## src/rtl/kmc_pkg.sv

```systemverilog
// Shared constants, types and state layout of the keyboard/mouse controller
package kmc_pkg;
   // ---------------------------------------------------------------
   // Host ports and fixed values
   // ---------------------------------------------------------------
   localparam logic [7:0] PORT_DATA = 8'h60;
   localparam logic [7:0] PORT_CMD = 8'h64;
   localparam logic [7:0] CFG_RST = 8'h70;
   localparam logic [7:0] OUTP_RST = 8'h03;
   localparam logic [7:0] SELF_TEST_OK = 8'h55;
   localparam logic [7:0] IF_TEST_OK = 8'h00;
   localparam logic [1:0] INH_MODE_ON = 2'h1;

   // ---------------------------------------------------------------
   // Host command codes and ranges (upper nibble)
   // ---------------------------------------------------------------
   localparam logic [7:0] CMD_RD_CFG = 8'h20;
   localparam logic [7:0] CMD_WR_CFG = 8'h60;
   localparam logic [7:0] CMD_MS_OFF = 8'ha7;
   localparam logic [7:0] CMD_MS_ON = 8'ha8;
   localparam logic [7:0] CMD_MS_TEST = 8'ha9;
   localparam logic [7:0] CMD_SELF_TEST = 8'haa;
   localparam logic [7:0] CMD_KB_TEST = 8'hab;
   localparam logic [7:0] CMD_KB_OFF = 8'had;
   localparam logic [7:0] CMD_KB_ON = 8'hae;
   localparam logic [7:0] CMD_RD_INP = 8'hc0;
   localparam logic [7:0] CMD_RD_OUTP = 8'hd0;
   localparam logic [7:0] CMD_WR_OUTP = 8'hd1;
   localparam logic [7:0] CMD_TX_MS = 8'hd4;
   localparam logic [7:0] CMD_RD_TEST = 8'he0;
   localparam logic [3:0] GRP_RAM_RD = 4'h2;
   localparam logic [3:0] GRP_RAM_WR = 4'h6;
   localparam logic [3:0] GRP_PULSE = 4'hf;

   // ---------------------------------------------------------------
   // Bit positions
   // ---------------------------------------------------------------
   localparam int CFG_KB_IRQ = 0;
   localparam int CFG_MS_IRQ = 1;
   localparam int CFG_SYS = 2;
   localparam int CFG_INH_OVR = 3;
   localparam int CFG_KB_OFF = 4;
   localparam int CFG_MS_OFF = 5;
   localparam int OP_RST = 0;
   localparam int OP_A20 = 1;

   // ---------------------------------------------------------------
   // Timing and sizes
   // ---------------------------------------------------------------
   localparam int CLK_MHZ = 100;
   localparam int PULSE_NS = 6000;
   localparam int PULSE_CYC = (PULSE_NS * CLK_MHZ + 999) / 1000;
   localparam int INH_US = 100;
   localparam int TMO_US = 2000;
   localparam int FRAME_BITS = 11;
   localparam int FIFO_DEPTH = 8;
   localparam int FIFO_W = 9;

   // Synchroniser lanes
   localparam int SY_KCLK = 0;
   localparam int SY_KDAT = 1;
   localparam int SY_MCLK = 2;
   localparam int SY_MDAT = 3;
   localparam int SY_INH = 4;
   localparam int SY_N = 5;
   localparam logic [SY_N-1:0] SY_IDLE = 5'h1f;

   // ---------------------------------------------------------------
   // Types
   // ---------------------------------------------------------------
   typedef enum logic [2:0] {E_IDLE, E_RX, E_TX_INH, E_TX_BITS, E_PULSE} kmc_eng_t;
   typedef enum logic [2:0] {AW_NONE, AW_CFG, AW_RAM, AW_OUTP, AW_MS} kmc_await_t;

   typedef struct packed {
      logic rd;
      logic wr;
      logic [7:0] addr;
      logic [7:0] wdata;
   } kmc_host_req_t;

   typedef struct packed {
      logic mouse;
      logic [7:0] data;
   } kmc_dev_byte_t;

   typedef struct packed {
      logic [SY_N-1:0] s1;
      logic [SY_N-1:0] s2;
      logic [SY_N-1:0] s3;
      logic [SY_N-1:0] lvl;
      logic [SY_N-1:0] fall;
   } kmc_sync_t;

   typedef struct packed {
      logic [7:0] obuf;
      logic obf;
      logic aux;
      logic [7:0] ibuf;
      logic ibf;
      logic cmd_last;
      logic tmo;
      logic [7:0] cfg;
      logic [7:0] ram;
      logic [7:0] outp;
      logic irq_kb;
      logic irq_ms;
      kmc_await_t await_st;
      kmc_eng_t eng;
      logic ch;
      logic [10:0] sr;
      logic [3:0] nbit;
      logic [17:0] tmr;
      logic [1:0] pmask;
      logic [7:0] rdata;
   } kmc_state_t;
endpackage

```

## src/rtl/kmc_sync.sv

```systemverilog
// Three-stage synchroniser with agreement filter and falling-edge pulses
`timescale 1ns/1ns
module kmc_sync (
   input wire logic mclk,
   input wire logic resetn,
   input wire logic [kmc_pkg::SY_N-1:0] raw,
   output logic [kmc_pkg::SY_N-1:0] lvl,
   output logic [kmc_pkg::SY_N-1:0] fall
);
   kmc_pkg::kmc_sync_t q;
   kmc_pkg::kmc_sync_t d;

   // ---------------------------------------------------------------
   // Level follows only once stages two and three agree
   // ---------------------------------------------------------------
   always_comb begin
      d = q;
      d.s1 = raw;
      d.s2 = q.s1;
      d.s3 = q.s2;
      d.lvl = (q.s2 & q.s3) | (q.lvl & (q.s2 ^ q.s3));
      d.fall = q.lvl & ~d.lvl;
   end

   // Lines idle high, so reset to high avoids a false edge
   always_ff @(posedge mclk) begin
      if (!resetn) begin
         q.s1 <= kmc_pkg::SY_IDLE;
         q.s2 <= kmc_pkg::SY_IDLE;
         q.s3 <= kmc_pkg::SY_IDLE;
         q.lvl <= kmc_pkg::SY_IDLE;
         q.fall <= '0;
      end else begin
         q <= d;
      end
   end

   assign lvl = q.lvl;
   assign fall = q.fall;
endmodule

```

## src/rtl/kmc_fifo.sv

```systemverilog
// Small flip-flop FIFO with valid/ready on both sides
`timescale 1ns/1ns
module kmc_fifo #(
   parameter int W = 9,
   parameter int D = 8
) (
   input wire logic mclk,
   input wire logic resetn,
   input wire logic in_valid,
   input wire logic [W-1:0] in_data,
   output logic in_ready,
   output logic out_valid,
   input wire logic out_ready,
   output logic [W-1:0] out_data
);
   localparam int AW = $clog2(D);
   typedef struct packed {
      logic [D-1:0][W-1:0] mem;
      logic [AW-1:0] wp;
      logic [AW-1:0] rp;
      logic [AW:0] cnt;
   } kmc_fifo_st_t;
   kmc_fifo_st_t q;
   kmc_fifo_st_t d;
   logic push;
   logic pop;

   // ---------------------------------------------------------------
   // Pointer and count update
   // ---------------------------------------------------------------
   always_comb begin
      d = q;
      push = in_valid && in_ready;
      pop = out_valid && out_ready;
      if (push) begin
         d.mem[q.wp] = in_data;
         d.wp = (q.wp == AW'(D - 1)) ? '0 : q.wp + 1'b1;
      end
      if (pop) begin
         d.rp = (q.rp == AW'(D - 1)) ? '0 : q.rp + 1'b1;
      end
      d.cnt = q.cnt + (AW+1)'(push) - (AW+1)'(pop);
   end

   always_ff @(posedge mclk) begin
      if (!resetn) begin
         q <= '0;
      end else begin
         q <= d;
      end
   end

   // Full refuses pushes even if a pop happens in the same cycle
   assign in_ready = (q.cnt != (AW+1)'(D));
   assign out_valid = (q.cnt != '0);
   assign out_data = q.mem[q.rp];
endmodule

```

## src/rtl/kmc_ctrl.sv

```systemverilog
// Keyboard/mouse controller: host ports, command interpreter, serial engine
//
// How it works
// - Port 64h read returns status at any time; status is zero after reset except the inhibit bit.
// - Status bits: 7 zero, timeout, mouse data, inhibit, cmd/data, sysflag, IBF, OBF.
// - Writes to either port land in one input buffer; IBF set, cmd/data set for 64h and cleared for 60h.
// - One output buffer read at 60h; OBF flags data, bit 5 marks mouse.
// - Reading port 60h clears pending keyboard and mouse interrupt requests.
// - Data byte with no pending command goes to the keyboard.
// - Keyboard and mouse interrupt lines raise when enabled, held until 60h read.
// - Enabled inhibit pin low drops keyboard bytes unless config bit 3 overrides.
// - Commands finish at once, except keyboard and mouse transmits and pulse commands.
// - 20h reads config byte, 60h writes it next; reset value 70h.
// - 21h-2Fh read and 61h-6Fh write one scratch byte.
// - Config bits: mouse off, keyboard off, override, sysflag, mouse irq, kb irq.
// - A7h sets mouse-off and holds its clock low; A8h releases it.
// - ADh sets keyboard-off and holds its clock low; AEh releases it.
// - A9h and ABh return 00h, AAh returns 55h, no real test.
// - C0h returns inhibit pin, zeros, mouse data and keyboard data lines.
// - D0h returns irq bits 5 and 4 and output port bits 1:0.
// - D1h writes next data byte to output port; drives A20 mask and reset.
// - D4h sends next data byte to the mouse, paced by mouse clock.
// - E0h returns mouse clock in bit 1 and keyboard clock in bit 0.
// - F0h-FFh pulse low zero-selected output bits 0-1 for 6 us; low bits 11 (F3h, F7h, FBh, FFh) instant.
// - Frames are start 0, eight bits LSB first, odd parity, stop 1.
`timescale 1ns/1ns
module kmc_ctrl #(
   parameter int INH_CYC = kmc_pkg::INH_US * kmc_pkg::CLK_MHZ,
   parameter int TMO_CYC = kmc_pkg::TMO_US * kmc_pkg::CLK_MHZ
) (
   input wire logic mclk,
   input wire logic resetn,
   input kmc_pkg::kmc_host_req_t io_req,
   output logic [7:0] io_rdata,
   output logic keyboard_irq_line,
   output logic mouse_irq_line,
   output logic address_bit20_mask_n,
   output logic cpu_reset_req_n,
   input wire logic shared_inhibit_pin,
   input wire logic [1:0] inhibit_pin_mode,
   input wire logic kb_clk_i,
   output logic kb_clk_o,
   output logic kb_clk_oe,
   input wire logic kb_dat_i,
   output logic kb_dat_o,
   output logic kb_dat_oe,
   input wire logic ms_clk_i,
   output logic ms_clk_o,
   output logic ms_clk_oe,
   input wire logic ms_dat_i,
   output logic ms_dat_o,
   output logic ms_dat_oe
);
   localparam logic [17:0] INH_LAST = 18'(INH_CYC - 1);
   localparam logic [17:0] TMO_LAST = 18'(TMO_CYC - 1);
   localparam logic [17:0] PULSE_LAST = 18'(kmc_pkg::PULSE_CYC - 1);
   localparam logic [3:0] LAST_BIT = 4'(kmc_pkg::FRAME_BITS - 1);

   kmc_pkg::kmc_state_t q;
   kmc_pkg::kmc_state_t d;

   logic [kmc_pkg::SY_N-1:0] lvl;
   logic [kmc_pkg::SY_N-1:0] fall;
   logic fifo_in_valid;
   logic fifo_in_ready;
   logic fifo_out_valid;
   logic fifo_out_ready;
   kmc_pkg::kmc_dev_byte_t fifo_in;
   kmc_pkg::kmc_dev_byte_t fifo_out;
   logic inh_on;
   logic kb_drop;
   logic [7:0] status;
   logic resp_v;
   logic [7:0] resp_b;
   logic ch_fall;
   logic ch_dat;
   logic [10:0] rx_sr;
   logic busy;

   // Odd parity bit over a byte, used for sending; receive checks the XOR of data and parity
   function automatic logic odd_par(input logic [7:0] b);
      odd_par = ~(^b);
   endfunction

   // ---------------------------------------------------------------
   // Pin synchronisers and receive FIFO
   // ---------------------------------------------------------------
   kmc_sync u_sync (
      .mclk(mclk),
      .resetn(resetn),
      .raw({shared_inhibit_pin, ms_dat_i, ms_clk_i, kb_dat_i, kb_clk_i}),
      .lvl(lvl),
      .fall(fall)
   );

   // Holds device bytes while the output buffer is still unread
   kmc_fifo #(
      .W(kmc_pkg::FIFO_W),
      .D(kmc_pkg::FIFO_DEPTH)
   ) u_fifo (
      .mclk(mclk),
      .resetn(resetn),
      .in_valid(fifo_in_valid),
      .in_data(fifo_in),
      .in_ready(fifo_in_ready),
      .out_valid(fifo_out_valid),
      .out_ready(fifo_out_ready),
      .out_data(fifo_out)
   );

   // ---------------------------------------------------------------
   // Status and derived terms
   // ---------------------------------------------------------------
   assign inh_on = (inhibit_pin_mode == kmc_pkg::INH_MODE_ON);
   assign kb_drop = inh_on && !lvl[kmc_pkg::SY_INH] && !q.cfg[kmc_pkg::CFG_INH_OVR];
   // Inhibit bit reads zero while the pin function is off
   assign status = {1'b0, q.tmo, q.aux, inh_on && lvl[kmc_pkg::SY_INH], q.cmd_last,
                    q.cfg[kmc_pkg::CFG_SYS], q.ibf, q.obf};
   assign ch_fall = q.ch ? fall[kmc_pkg::SY_MCLK] : fall[kmc_pkg::SY_KCLK];
   assign ch_dat = q.ch ? lvl[kmc_pkg::SY_MDAT] : lvl[kmc_pkg::SY_KDAT];
   assign rx_sr = {ch_dat, q.sr[10:1]};
   assign busy = (q.eng == kmc_pkg::E_RX) || (q.eng == kmc_pkg::E_TX_BITS);

   // ---------------------------------------------------------------
   // Next-state logic
   // ---------------------------------------------------------------
   always_comb begin
      d = q;
      resp_v = 1'b0;
      resp_b = '0;
      fifo_in_valid = 1'b0;
      fifo_in = '0;
      fifo_out_ready = 1'b0;

      // Host read: status any time, data read drains the buffer
      if (io_req.rd) begin
         if (io_req.addr == kmc_pkg::PORT_CMD) begin
            d.rdata = status;
         end else if (io_req.addr == kmc_pkg::PORT_DATA) begin
            d.rdata = q.obuf;
            d.obf = 1'b0;
            d.irq_kb = 1'b0;
            d.irq_ms = 1'b0;
         end
      end

      // Command processing; transmit and pulse keep the buffer full
      if (q.eng == kmc_pkg::E_IDLE && q.ibf) begin
         d.ibf = 1'b0;
         if (q.cmd_last) begin
            d.await_st = kmc_pkg::AW_NONE;
            case (q.ibuf)
               kmc_pkg::CMD_RD_CFG: begin
                  resp_v = 1'b1;
                  resp_b = q.cfg;
               end
               kmc_pkg::CMD_WR_CFG: d.await_st = kmc_pkg::AW_CFG;
               kmc_pkg::CMD_MS_OFF: d.cfg[kmc_pkg::CFG_MS_OFF] = 1'b1;
               kmc_pkg::CMD_MS_ON: d.cfg[kmc_pkg::CFG_MS_OFF] = 1'b0;
               kmc_pkg::CMD_KB_OFF: d.cfg[kmc_pkg::CFG_KB_OFF] = 1'b1;
               kmc_pkg::CMD_KB_ON: d.cfg[kmc_pkg::CFG_KB_OFF] = 1'b0;
               kmc_pkg::CMD_MS_TEST, kmc_pkg::CMD_KB_TEST: begin
                  resp_v = 1'b1;
                  resp_b = kmc_pkg::IF_TEST_OK;
               end
               kmc_pkg::CMD_SELF_TEST: begin
                  resp_v = 1'b1;
                  resp_b = kmc_pkg::SELF_TEST_OK;
               end
               kmc_pkg::CMD_RD_INP: begin
                  resp_v = 1'b1;
                  resp_b = {lvl[kmc_pkg::SY_INH], 5'h00, lvl[kmc_pkg::SY_MDAT],
                            lvl[kmc_pkg::SY_KDAT]};
               end
               kmc_pkg::CMD_RD_OUTP: begin
                  resp_v = 1'b1;
                  resp_b = {2'h0, q.irq_ms, q.irq_kb, 2'h0,
                            q.outp[kmc_pkg::OP_A20], q.outp[kmc_pkg::OP_RST]};
               end
               kmc_pkg::CMD_WR_OUTP: d.await_st = kmc_pkg::AW_OUTP;
               kmc_pkg::CMD_TX_MS: d.await_st = kmc_pkg::AW_MS;
               kmc_pkg::CMD_RD_TEST: begin
                  resp_v = 1'b1;
                  resp_b = {6'h00, lvl[kmc_pkg::SY_MCLK], lvl[kmc_pkg::SY_KCLK]};
               end
               default: begin
                  if (q.ibuf[7:4] == kmc_pkg::GRP_RAM_RD) begin
                     resp_v = 1'b1;
                     resp_b = q.ram;
                  end else if (q.ibuf[7:4] == kmc_pkg::GRP_RAM_WR) begin
                     d.await_st = kmc_pkg::AW_RAM;
                  end else if (q.ibuf[7:4] == kmc_pkg::GRP_PULSE && q.ibuf[1:0] != 2'h3) begin
                     // Unused bits 3:2 are ignored; all-ones ends at once
                     d.pmask = ~q.ibuf[1:0];
                     d.eng = kmc_pkg::E_PULSE;
                     d.tmr = '0;
                     d.ibf = 1'b1;
                  end
               end
            endcase
         end else begin
            d.await_st = kmc_pkg::AW_NONE;
            case (q.await_st)
               kmc_pkg::AW_CFG: d.cfg = q.ibuf;
               kmc_pkg::AW_RAM: d.ram = q.ibuf;
               kmc_pkg::AW_OUTP: d.outp = q.ibuf;
               default: begin
                  // Plain data goes to the keyboard, D4h data to the mouse
                  d.ch = (q.await_st == kmc_pkg::AW_MS);
                  d.sr = {1'b1, odd_par(q.ibuf), q.ibuf, 1'b0};
                  d.eng = kmc_pkg::E_TX_INH;
                  d.tmr = '0;
                  d.ibf = 1'b1;
               end
            endcase
         end
      end

      // Serial engine
      case (q.eng)
         kmc_pkg::E_IDLE: begin
            // A start needs data low too, so our own clock drive is no start
            if (!q.ibf && fifo_in_ready) begin
               if (fall[kmc_pkg::SY_KCLK] && !lvl[kmc_pkg::SY_KDAT] && !q.cfg[kmc_pkg::CFG_KB_OFF]) begin
                  d.eng = kmc_pkg::E_RX;
                  d.ch = 1'b0;
                  d.sr = {1'b0, 10'h000};
                  d.nbit = 4'h1;
                  d.tmr = '0;
               end else if (fall[kmc_pkg::SY_MCLK] && !lvl[kmc_pkg::SY_MDAT] &&
                            !q.cfg[kmc_pkg::CFG_MS_OFF]) begin
                  d.eng = kmc_pkg::E_RX;
                  d.ch = 1'b1;
                  d.sr = {1'b0, 10'h000};
                  d.nbit = 4'h1;
                  d.tmr = '0;
               end
            end
         end
         kmc_pkg::E_RX: begin
            if (ch_fall) begin
               d.sr = rx_sr;
               d.nbit = q.nbit + 4'h1;
               d.tmr = '0;
               if (q.nbit == LAST_BIT) begin
                  d.eng = kmc_pkg::E_IDLE;
                  // Bad framing or parity bytes are dropped silently
                  if (!rx_sr[0] && rx_sr[10] && (^rx_sr[9:1]) && !(!q.ch && kb_drop)) begin
                     fifo_in_valid = 1'b1;
                     fifo_in.mouse = q.ch;
                     fifo_in.data = rx_sr[8:1];
                  end
               end
            end else if (q.tmr == TMO_LAST) begin
               d.tmo = 1'b1;
               d.eng = kmc_pkg::E_IDLE;
            end else begin
               d.tmr = q.tmr + 18'h1;
            end
         end
         kmc_pkg::E_TX_INH: begin
            if (q.tmr == INH_LAST) begin
               d.eng = kmc_pkg::E_TX_BITS;
               d.tmr = '0;
               d.nbit = '0;
            end else begin
               d.tmr = q.tmr + 18'h1;
            end
         end
         kmc_pkg::E_TX_BITS: begin
            // Device clocks each bit; next bit goes out after each fall
            if (ch_fall) begin
               d.sr = {1'b1, q.sr[10:1]};
               d.nbit = q.nbit + 4'h1;
               d.tmr = '0;
               if (q.nbit == LAST_BIT) begin
                  d.eng = kmc_pkg::E_IDLE;
                  d.ibf = 1'b0;
               end
            end else if (q.tmr == TMO_LAST) begin
               d.tmo = 1'b1;
               d.eng = kmc_pkg::E_IDLE;
               d.ibf = 1'b0;
            end else begin
               d.tmr = q.tmr + 18'h1;
            end
         end
         kmc_pkg::E_PULSE: begin
            if (q.tmr == PULSE_LAST) begin
               d.pmask = '0;
               d.eng = kmc_pkg::E_IDLE;
               d.ibf = 1'b0;
            end else begin
               d.tmr = q.tmr + 18'h1;
            end
         end
         default: d.eng = kmc_pkg::E_IDLE;
      endcase

      // Host write overrides the buffer; a new write clears the timeout
      if (io_req.wr && (io_req.addr == kmc_pkg::PORT_CMD || io_req.addr == kmc_pkg::PORT_DATA)) begin
         d.ibuf = io_req.wdata;
         d.ibf = 1'b1;
         d.cmd_last = (io_req.addr == kmc_pkg::PORT_CMD);
         // Clears an old timeout only; one raised this cycle survives
         d.tmo = d.tmo & ~q.tmo;
      end

      // Output buffer fill: command answer first, else a device byte
      if (resp_v) begin
         d.obuf = resp_b;
         d.obf = 1'b1;
         d.aux = 1'b0;
      end else if (!d.obf && fifo_out_valid) begin
         fifo_out_ready = 1'b1;
         d.obuf = fifo_out.data;
         d.obf = 1'b1;
         d.aux = fifo_out.mouse;
         // Set after the read clear, so a new byte's interrupt is never lost
         if (fifo_out.mouse) begin
            d.irq_ms = q.cfg[kmc_pkg::CFG_MS_IRQ];
         end else begin
            d.irq_kb = q.cfg[kmc_pkg::CFG_KB_IRQ];
         end
      end
   end

   // ---------------------------------------------------------------
   // State register
   // ---------------------------------------------------------------
   always_ff @(posedge mclk) begin
      if (!resetn) begin
         q <= '0;
         q.cfg <= kmc_pkg::CFG_RST;
         q.outp <= kmc_pkg::OUTP_RST;
         q.eng <= kmc_pkg::E_IDLE;
         q.await_st <= kmc_pkg::AW_NONE;
      end else begin
         q <= d;
      end
   end

   // ---------------------------------------------------------------
   // Outputs
   // ---------------------------------------------------------------
   assign io_rdata = q.rdata;
   assign keyboard_irq_line = q.irq_kb;
   assign mouse_irq_line = q.irq_ms;
   assign address_bit20_mask_n = q.outp[kmc_pkg::OP_A20] & ~q.pmask[kmc_pkg::OP_A20];
   assign cpu_reset_req_n = q.outp[kmc_pkg::OP_RST] & ~q.pmask[kmc_pkg::OP_RST];

   // Open-drain lines only ever pull low; clocks are held, never toggled
   assign kb_clk_o = 1'b0;
   assign ms_clk_o = 1'b0;
   assign kb_dat_o = 1'b0;
   assign ms_dat_o = 1'b0;
   // Full FIFO or pending host byte also holds clocks: back-pressure
   assign kb_clk_oe = q.cfg[kmc_pkg::CFG_KB_OFF] || (q.eng == kmc_pkg::E_TX_INH) ||
                      (busy && q.ch) || (q.eng == kmc_pkg::E_IDLE && (q.ibf || !fifo_in_ready));
   assign ms_clk_oe = q.cfg[kmc_pkg::CFG_MS_OFF] || (q.eng == kmc_pkg::E_TX_INH) ||
                      (busy && !q.ch) || (q.eng == kmc_pkg::E_IDLE && (q.ibf || !fifo_in_ready));
   assign kb_dat_oe = (q.eng == kmc_pkg::E_TX_BITS) && !q.ch && !q.sr[0];
   assign ms_dat_oe = (q.eng == kmc_pkg::E_TX_BITS) && q.ch && !q.sr[0];
endmodule

```

## config.mk

```make
export PLATFORM = sky130hd
export DESIGN_NAME = kmc_ctrl
export DESIGN_NICKNAME = d
export VERILOG_FILES = /design/src/rtl/kmc_pkg.sv /design/src/rtl/kmc_sync.sv /design/src/rtl/kmc_fifo.sv /design/src/rtl/kmc_ctrl.sv
export SDC_FILE = /design/constraint.sdc
export NUM_CORES = 1
export LEC_CHECK = 0
export BUFFER_PORTS_ARGS = -buffer_cell sky130_fd_sc_hd__clkbuf_2
export CORE_UTILIZATION = 35
export DETAILED_ROUTE_END_ITERATION = 10
export PLACE_DENSITY = 0.49
export SYNTH_ARGS = -nofsm -noshare
export SYNTH_HDL_FRONTEND = slang
export SYNTH_SLANG_ARGS = --single-unit
```

## constraint.sdc

```tcl
create_clock -name mclk -period 6.28 [get_ports mclk]
set_clock_uncertainty 0.2 [all_clocks]
set_input_delay 0.628 -clock mclk [delete_from_list [all_inputs] [get_ports mclk]]
set_output_delay 0.628 -clock mclk [all_outputs]
set_load 0.05 [all_outputs]
```

==> metrics.md, run 1 <==
| Metric | Value |
|---|---|
| Cts bufs inserted | 17 |
| CP Capture Type | flip-flop |
| Share of async-settable or async-resettable flops after synthesis | 0% |
| Buf+Inv Stages, Crit Path | 3 |
| Post-synthesis simple-gate area fraction | 21.9% |
| R2R cell count | 13 |
| FF-to-FF End | u_fifo.q[2] |
| Cts hold-fix bufs | 0 |
| First-pass GRT wire length | 42600 um |
| Maximum Capacitance Violations | 0 |
| Slew Viols, Final | 0 |
| Critical path depth | 13 |
| Adder-Cell Fraction of Synth Area | 4.80% |
| Synth Area in Compound Gates | 14.6% |
| Num rows | 60 |
| Pint | 0.00197 W |
| Die ar. | 0.0279 sq mm |
| Worst-path fanout max | 8 |
| Final hold violations | 0 |
| Via-to-Cell Ratio | 5.43 |
| Die W | 167 um |
| Dpl cell area | 0.00991 sq mm |
| WL per Instance | 18.8 um |
| Clock Path Buffers | 2 |
| Grt ovf | 0 |
| Port Buf Inserts | 42 |
| Synthesized area per cell | 9.01 sq um |
| Slew @ Worst Pin | 1.11 ns |
| CTS tree | done |
| Reg-to-Reg Start | q[80] |
| Multi-input logic area | 0.00519 sq mm |
| Outcome | finished, final reports clean |
| DP Worst Slack | 2.32 ns |
| Met3 Track Usage GR | 3.78% |
| Fmax | 0.250 GHz |
| Share of cells above drive strength 1 | 11.5% |
| Slew HR | 25.7% |
| Max stage delay on crit path | 0.69 ns |
| Kind of critical path | flip-flop to flip-flop |
| Yosys cell types | 80 |
| Post-layout util | 39.0% |
| Initial antenna violation count | 0 |
| Filler Cell Count | 2711 |
| Minimum clock period | 4.00 ns |
| HP Class | input port to flip-flop |
| Final TNS setup | 0 ns |
| Power Total | 0.00276 W |
| Final worst slack | 2.28 ns |
| Critical Path AT | 4.11 ns |
| RSZ-0062 raised after global routing | no |
| Clock Power Share | 39.6% |
| CTS Sinks | 195 |
| Crit path capture | u_fifo.q[2] |
| Peak VDD IR | 0.151 mV |
| Sequence of cells on the critical path | inv_1 -> ha_1 -> nand2_1 -> o311ai_1 -> o21ai_0 -> o21ai_0 -> inv_1 -> ha_1 -> inv_1 -> ha_1 -> fa_1 -> xnor2_1 -> nor2_1 |
| Starting Density | 35.5% |
| CTS root buf | clkbuf_16 |
| Post-CTS Setup Bufs | 0 |
| N_diodes | 0 |
| Fin area | 0.0105 sq mm |
| Delay-heaviest family, CP | compound AO/OA/AOI/OAI gates |
| Leakage power | 3.96 nW |
| Pin count of the biggest net entering global routing | 95 |
| Crit path max-delay cell type | o311ai_1 |
| Final nets | 1118 |
| Vias in the first global route | 7257 |
| GR Util met1 | 26.6% |
| All-layer global routing usage | 19.6% |
| Sequential Area | 0.00390 sq mm |
| Placeable Area | 0.0269 sq mm |
| Total Routed Length | 26400 um |
| Final setup viols | 0 |
| EDFF count, synth | 0 |
| Post-synthesis sequential area ratio | 40.9% |
| GPL Wtd Cong | 0.960 |
| Antenna-violating nets left | 0 |
| Commonest non-fill, non-tap cell in the layout | dfxtp_1 |
| Mux cell area share after synthesis | 11.7% |
| Router iterations before antenna repair | 5 |
| Layout area overhead | 9.79% |
| Flop-to-flop setup slack | 2.28 ns |
| Ys flop type | dfxtp_1 |
| PwrDens | 263 mW/mm^2 |
| Most frequent cells in the layout | dfxtp_1, nand2_1, nand3_1 |
| CP startpoint kind | flip-flop |
| Switching power | 0.000788 W |
| Main combinational cell family by area after synthesis | simple AND/OR/NAND/NOR gates |
| Gr busiest metal | met2 |
| Combinational share of power | 12.5% |
| Post-Syn Area | 0.00955 sq mm |
| Period utilization | 63.7% |
| Vias | 7642 |
| Htree depth | 4 |
| CP Launch Point | q[80] |
| Cts repair resizes | 0 |
| Data required time of the worst path | 6.39 ns |
| Sw frac | 28.6% |
| Clock-pin slew on the worst setup and hold paths | 0.08 ns |
| Register share of total power | 47.9% |
| DRT iter0 DRCs | 615 |
| Met2 Track Usage GR | 31.6% |
| Final HPWL DP | 18800 um |
| Synth Register Bits | 195 |
| Chip height | 167 um |
| Ports | 47 |
| Post-Synthesis Cells | 1060 |
| Skew-Pair Late Insertion Delay | 0.45 ns |
| Syn. warnings | 0 |
| DRC Markers | 0 |
| XOR/XNOR Fraction of Synth Area | 1.25% |
worst register-to-register path, stage by stage, from the launching register on:
cell and delay [ns]:
dfxtp_1 0.41, inv_1 0.15, ha_1 0.27, nand2_1 0.20, o311ai_1 0.69, o21ai_0 0.23
o21ai_0 0.48, inv_1 0.12, ha_1 0.30, inv_1 0.04, ha_1 0.20, fa_1 0.41
xnor2_1 0.14, nor2_1 0.05
worst min path at each step:
stage                             from      endpoint  slack [ns]  depth (start not counted)
after global routing          ms_dat_i  u_sync.d[18]        0.16                          2
after floorplan           u_sync.d[15]  u_sync.d[10]        0.19                          1
final                         ms_dat_i  u_sync.d[18]        0.16                          2
after CTS                     ms_dat_i  u_sync.d[18]        0.13                          2
after detailed placement  u_sync.d[18]  u_sync.d[13]        0.20                          1
after global placement    u_sync.d[18]  u_sync.d[13]        0.20                          1
logic make-up after synthesis:
family	after synthesis
buffers and inverters	107
xor gates and xnor gates	12
DFF	195
adders and majority gates	36
muxes	89
other	1
and+or+nand+nor	408
AOI/OAI and AO/OA	212
sequential cells by signal, summed over array words and instances, names as in the netlist:
name               cells
mouse_irq_line         1
io_rdata               8
u_sync.d              10
u_sync.lvl             5
keyboard_irq_line      1
u_sync.fall            2
q                     81
u_fifo.q              82
u_sync.q               5
through the flow:
stage                     hold slack (ns)  cells
after detailed placement            0.199   1377
final                               0.162   1408
after CTS                           0.132   1408
after global routing                0.155   1408
after global placement              0.198   1377
after floorplan                     0.186   1063
Yosys cell counts (8+ instances only):
master	instances	area share, %
dfxtp_1	195	41
nand2_1	105	4.1
nand3_1	87	4.6
nor2_1	73	2.9
mux2i_1	71	7.4
o21ai_0	65	3.4
a21oi_1	45	2.4
clkbuf_1	45	1.8
ha_1	35	4.6
inv_1	29	1.1
and2_1	20	1.3
nand2b_1	19	1.2
mux4_2	18	4.2
nor3_1	16	0.84
and3_1	13	0.85
buf_4	13	1.0
buf_1	12	0.47
or3_1	11	0.72
a211oi_1	9	0.71
o21ai_2	9	0.83
a211o_1	8	0.73
a31oi_1	8	0.52
nand4_1	8	0.52
nor2b_1	8	0.52
xnor2_1	8	0.73
cell type report:
cell class              instances  share of cell area, %
clock buffers                  18                   4.10
inverters                      29                   1.04
well taps                     341                   4.07
multi-input cells             761                   49.5
repair buffers                 51                   2.67
clock inverters                13                   1.33
flip-flops and latches        195                   37.2
layer usage:
metal | up-vias | share of wire [%]
li1 | 3808 | -
met1 | 3672 | 48
met5 | - | 0
met4 | 0 | 1.4
met3 | 21 | 4.2
met2 | 141 | 47
power groups by stage:
stage / logic, W / registers (W) / clock network (W)
floorplan: 0.000288 / 0.00131 / 0
global placement: 0.000347 / 0.00135 / 0
detailed placement: 0.000348 / 0.00135 / 0
CTS: 0.000350 / 0.00132 / 0.00113
global route: 0.000385 / 0.00133 / 0.00118
finish: 0.000345 / 0.00132 / 0.00109
No activity file was read; power rests on OpenSTA's default activity.
==> inputs of run 2 (changes only) <==
Settings changed: ABC_AREA set to 1, PLACE_DENSITY 0.49 to 0.51.
Clock period 6.28 ns to 3.4 ns, I/O delays scaled along.
==> run 2 against run 1 <==
  * Combinational power increased to 4.3 times the previous value
  * Core utilization increased by 1.0 points
  * First-iteration DRC count rose by 26%
  * Count of clock-buffer cells in the layout unchanged
  * Cell count is 35% higher
  * Sequential cell count is the same
  * Critical path type unchanged
==> metrics.md, run 2 <==
| Metric | Value |
|---|---|
| Outcome | finished, final reports clean |
| Grt ovf | 0 (unchanged) |
| Htree depth | 4 (unchanged) |
| Most common cell in the netlist | nand2_1 |
| Final nets | 1560 (+40%) |
| Router iterations before antenna repair | 6 (+1) |
| Skew-Pair Late Insertion Delay | 0.44 ns (about the same) |
| Final TNS setup | 0 ns (unchanged) |
| EDFF count, synth | 0 (unchanged) |
| Slew @ Worst Pin | 0.863 ns (-0.250 ns) |
| Ys flop type | dfxtp_1 |
| CP startpoint kind | flip-flop |
| Commonest non-fill, non-tap cell in the layout | nand2_1 |
| Yosys cell types | 45 (-44%) |
| Slew Viols, Final | 0 (unchanged) |
| DRT iter0 DRCs | 773 (+26%) |
| Period utilization | 91.3% (+28 points) |
| Post-synthesis sequential area ratio | 38.3% (-2.6 points) |
| Pint | 0.00387 W (+97%) |
| Largest area contributor in the netlist | dfxtp_1 |
| Final HPWL DP | 20700 um (+10%) |
| Most flops, register | u_fifo.q |
| Critical Path AT | 3.22 ns (-0.89 ns) |
| Switching power | 0.00207 W (+160%) |
| Synth Register Bits | 195 (unchanged) |
| Largest cells by area after synthesis | dfxtp_1, nand2_1, a21oi_1 |
| Chip height | 173 um (+3.3%) |
| Via-to-Cell Ratio | 5.11 (-5.9%) |
| Syn. warnings | 0 (unchanged) |
| Post-synth top area share | 38.3% (-2.6 points) |
| Share of async-settable or async-resettable flops after synthesis | 0% (unchanged) |
| DRC Markers | 0 (unchanged) |
| Layout area overhead | 12.8% |
| Pin count of the biggest net entering global routing | 136 (+43%) |
| Cts hold-fix bufs | 14 (+14) |
| Placeable Area | 0.0287 sq mm (+6.8%) |
| Vias in the first global route | 9120 (+26%) |
| Leakage power | 4.71 nW (+19%) |
| Die W | 173 um (+3.3%) |
| Slew HR | 42.2% (+17 points) |
| Clock Path Buffers | 2 (unchanged) |
| Total Routed Length | 30000 um (+13%) |
| Final hold violations | 0 (unchanged) |
| Sw frac | 34.8% (+6.2 points) |
| Fmax | 0.322 GHz (+29%) |
| Share of cells above drive strength 1 | 9.93% (-1.6 points) |
| Clock-pin slew on the worst setup and hold paths | 0.08 ns (about the same) |
| Num rows | 62 (+3.3%) |
| PwrDens | 517 mW/mm^2 (+97%) |
| WL per Instance | 15.8 um (-16%) |
| Clock Power Share | 33.7% (-5.9 points) |
| First-pass GRT wire length | 48700 um (+14%) |
| Post-CTS Setup Bufs | 0 (unchanged) |
| All-layer global routing usage | 20.4% (+0.81 points) |
| Maximum Capacitance Violations | 0 (unchanged) |
| Cts repair resizes | 0 (unchanged) |
| Final setup viols | 0 (unchanged) |
| Worst-path fanout max | 6 (-2) |
| Antenna-violating nets left | 0 (unchanged) |
| Most frequent cells in the layout | nand2_1, dfxtp_1, nor2_1 |
| Vias | 9676 (+27%) |
| Data required time of the worst path | 3.52 ns (-2.87 ns) |
| Kind of critical path | flip-flop to flip-flop |
| Initial antenna violation count | 0 (unchanged) |
| Cts bufs inserted | 17 (unchanged) |
| Post-synth top cells | nand2_1, dfxtp_1, nor2_1 |
| Synthesized area per cell | 6.91 sq um (-23%) |
| CP Capture Type | flip-flop |
| Starting Density | 35.5% (about the same) |
| Peak VDD IR | 0.297 mV (+97%) |
| RSZ-0062 raised after global routing | no |
| CTS Sinks | 195 (unchanged) |
| Hold slack | 0.0167 ns (-0.145 ns) |
| Die ar. | 0.0298 sq mm (+6.6%) |
| Minimum clock period | 3.10 ns (-0.899 ns) |
| GPL Wtd Cong | 0.905 (-5.8%) |
| CTS root buf | clkbuf_16 |
| Port Buf Inserts | 42 (unchanged) |
| N_diodes | 0 (unchanged) |
| Register share of total power | 41.5% (-6.4 points) |
| Post-Synthesis Cells | 1475 (+39%) |
| HP Class | input port to flip-flop |
| Combinational share of power | 24.8% (+12 points) |
| Ports | 47 (unchanged) |
| Post-Syn Area | 0.0102 sq mm (+6.7%) |
| Max FFs per register | 82 (unchanged) |
| CTS tree | done |
[run 2: final timing paths]
kind | start | end | slack (ns) | depth (start not counted)
setup / recovery | q[83] | u_fifo.q[2] | 0.30 | 18
hold / removal | inhibit_pin_mode[1] | io_rdata[4] | 0.02 | 4
setup reg to reg | q[83] | u_fifo.q[2] | 0.30 | 18
hold reg to reg | u_sync.d[15] | u_sync.d[10] | 0.21 | 1
[run 2: per-layer routing]
layer	up-vias	GRT usage, %	part of all wire, %
li1	4996	-	-
met1	4463	26.7	47
met2	173	33.5	46
met3	44	2.92	3.2
met4	0	8.59	3.4
met5	-	0	0
[run 2: logic make-up after synthesis]
group	share of synthesized area, %
AOI/OAI and AO/OA	17.6
buffers and inverters	8.70
and+or+nand+nor	29.8
DFF	38.3
other	0.0368
adders and majority gates	4.50
xor gates and xnor gates	1.03
[run 2: layout make-up]
class,count,area [sq um]
fillers,3150,17200
well taps,384,480
multi-input cells,1072,5420
clock inverters,14,145
flip-flops and latches,195,3900
clock buffers,18,439
repair buffers,87,636
inverters,124,465
[run 2: power by group through the flow]
stage	clock, W	combinational [W]	sequential [W]
floorplan	0	0.000962	0.00253
global placement	0	0.00147	0.00251
detailed placement	0	0.00146	0.00251
CTS	0.00206	0.00148	0.00246
global route	0.00214	0.00167	0.00248
finish	0.00200	0.00147	0.00246
[run 2: stage by stage]
stage          utilization, %  power [W]  cells  instance area, sq um  setup slack, ns
2_1_floorplan               -    0.00350   1478                 10200            0.320
5_1_grt                  40.0    0.00628   1894                 11500          0.00745
6_report                 40.0    0.00593   1894                 11500            0.296
3_5_place_dp             37.5    0.00398   1848                 10800            0.326
3_3_place_gp             37.5    0.00398   1848                 10800            0.370
4_1_cts                  40.0    0.00600   1894                 11500            0.313
[run 2: critical path: stages (launching register included)]
cell	delay [ns]
dfxtp_1	0.38
inv_1	0.14
ha_1	0.25
nand2_1	0.06
inv_1	0.09
o211ai_1	0.15
nand3_1	0.15
nor2_1	0.12
nand2_1	0.07
nand2_1	0.06
nand2_1	0.06
nand2_1	0.08
inv_1	0.07
ha_1	0.27
inv_1	0.04
ha_1	0.20
fa_1	0.41
xnor2_1	0.14
nor2_1	0.05
==> inputs of run 3 (changes only) <==
Settings changed: ABC_AREA 1 to unset.
Clock period 3.4 ns to 2.8 ns, I/O delays scaled along.
==> run 3 against run 2 <==
  * Global-route usage up 0.11 points
  * Cell count down 19%
  * Power up 11%
  * Critical path depth down 5
  * Critical path type unchanged
  * Critical endpoint unchanged
  * Worst hold slack better by 0.028 ns
  * Core utilization up 4.0 points
  * First-iteration DRC count down 14%
  * Worst setup slack worse by 0.25 ns
  * Routed wire length down 6.1%
  * Fmax up 13%
  * Die area down 6.2%
  * Design area up 3.0%
==> metrics.md, run 3 (synthesis gave the netlist of run 1 again) <==
| Metric | Value |
|---|---|
| Initial antenna violation count | 0 (unchanged) |
| Final HPWL DP | 20100 um (-2.7%) |
| Most used cell, CP | inv_2 |
| WL per Instance | 18.5 um (+17%) |
| CP startpoint kind | flip-flop |
| Clock-pin slew on the worst setup and hold paths | 0.08 ns (about the same) |
| Slew Viols, Final | 0 (unchanged) |
| Pin count of the biggest net entering global routing | 96 (-29%) |
| Worst-path fanout max | 4 (-2) |
| Chip height | 167 um (-3.2%) |
| Most frequent cells in the layout | dfxtp_1, nand2_1, buf_4 |
| Kind of critical path | flip-flop to flip-flop |
| DRT iter0 DRCs | 666 (-14%) |
| Slew HR | 57.0% (+15 points) |
| RSZ-0062 raised after global routing | yes |
| Layout area overhead | 23.9% |
| Dpl cell area | 0.0108 sq mm (+0.50%) |
| Minimum clock period | 2.75 ns (-0.352 ns) |
| Delay-heaviest family, CP | adder cells |
| Post-layout util | 44.0% (+4.0 points) |
| Die ar. | 0.0279 sq mm (-6.2%) |
| CTS root buf | clkbuf_16 |
| Vias in the first global route | 7906 (-13%) |
| Most flops, register | u_fifo.q |
| Placed insts | 1471 (-20%) |
| Clock Path Buffers | 2 (unchanged) |
| CTS Sinks | 195 (unchanged) |
| Ports | 47 (unchanged) |
| All-layer global routing usage | 20.5% (+0.11 points) |
| Starting Density | 35.5% (about the same) |
| Non-Filler Instances | 1525 (-19%) |
| Via-to-Cell Ratio | 5.41 (+5.9%) |
| Port Buf Inserts | 42 (unchanged) |
| Peak VDD IR | 0.419 mV (+41%) |
| CTS tree | done |
| Leakage power | 4.59 nW (-2.7%) |
| Period utilization | 98.3% (+7.0 points) |
| Commonest non-fill, non-tap cell in the layout | dfxtp_1 |
| Max stage delay on crit path | 0.37 ns (-0.04 ns) |
| Placeable Area | 0.0269 sq mm (-6.4%) |
| Maximum Capacitance Violations | 0 (unchanged) |
| Crit path max-delay cell type | dfxtp_4 |
| Max FFs per register | 82 (unchanged) |
| Skew-Pair Late Insertion Delay | 0.45 ns (about the same) |
| CP Capture Type | flip-flop |
| DRC Markers | 0 (unchanged) |
| Router iterations before antenna repair | 5 (-1) |
| Sequence of cells on the critical path | inv_2 -> ha_2 -> a22o_1 -> a21oi_4 -> a211oi_4 -> o21ai_2 -> inv_2 -> ha_4 -> inv_2 -> ha_4 -> fa_2 -> xnor2_2 -> nor2_1 |
| Htree depth | 4 (unchanged) |
| N_diodes | 0 (unchanged) |
| Share of cells above drive strength 1 | 23.2% (+13 points) |
| Fin area | 0.0118 sq mm (+3.0%) |
| PwrDens | 559 mW/mm^2 (+8.2%) |
| GPL Wtd Cong | 0.909 (+0.48%) |
| Critical Path AT | 2.87 ns (-0.35 ns) |
| Outcome | finished, final reports clean |
| Fmax | 0.363 GHz (+13%) |
| First-pass GRT wire length | 44700 um (-8.1%) |
| Final nets | 1234 (-21%) |
| Cts bufs inserted | 17 (unchanged) |
| Grt ovf | 0 (unchanged) |
| Power Total | 0.00661 W (+11%) |
| Final hold violations | 0 (unchanged) |
| Vias | 8254 (-15%) |
| Slew @ Worst Pin | 0.643 ns (-0.220 ns) |
| Final setup viols | 0 (unchanged) |
| Data required time of the worst path | 2.92 ns (-0.60 ns) |
| HP Class | input port to flip-flop |
| Buf+Inv Stages, Crit Path | 3 (-1) |
| Antenna-violating nets left | 0 (unchanged) |
| Num rows | 60 (-3.2%) |
| Total Routed Length | 28100 um (-6.1%) |
| Die W | 167 um (-3.2%) |
==> run 3: path summary, 6_finish.rpt <==
kind / start / endpoint / slack (ns) / depth (start not counted)
worst max-delay path: q[81] / u_fifo.q[2] / 0.05 / 13
worst min-delay path: io_req[16] / q[81] / 0.04 / 3
worst max register to register: q[81] / u_fifo.q[2] / 0.05 / 13
worst min register to register: u_sync.d[18] / u_sync.d[13] / 0.21 / 1
==> run 3: where the power goes <==
group	internal, W	total, W	leakage, nW	switching, W
clock network	0.00126	0.00264	0.307	0.00138
registers	0.00284	0.00291	1.58	0.0000680
logic	0.000485	0.00107	2.70	0.000580
total	0.00459	0.00661	4.59	0.00203
==> run 3: tightest hold or removal path, cell delays in order <==
cell and delay (ns):
clkbuf_2 0.19, nand3_1 0.12, a21oi_1 0.05
==> run 3: routing by layer <==
metal	wire length (um)	track usage, %
met5	0	0
met4	434	5.90
met3	953	2.69
met2	13400	33.7
met1	13300	28.0
==> run 3: cell type report <==
class	instances	area, sq um
repair buffers	167	1250
clock inverters	15	216
flip-flops and latches	195	3920
clock buffers	17	425
well taps	341	427
inverters	29	119
fillers	2673	15000
multi-input cells	761	5470
==> run 3: what timing repair did <==
| action | in CTS | in global routing |
|---|---|---|
| hold buffers | 18 | 0 |
| buffers inserted | 2 | 2 |
| pin swaps | 7 | 13 |
| setup endpoints to repair | 3 | 33 |
| resized for setup | 16 | 20 |
| hold endpoints to repair | 27 | 0 |
==> run 3: metrics by stage <==
stage          worst slack (ns)  setup TNS, ns  hold WS, ns
3_5_place_dp            -0.0558         -0.121        0.195
3_3_place_gp            -0.0296        -0.0466        0.194
4_1_cts                 0.00870              0       0.0304
6_report                 0.0483              0       0.0446
2_1_floorplan          0.000891              0        0.181
5_1_grt                 -0.0444        -0.0824       0.0734
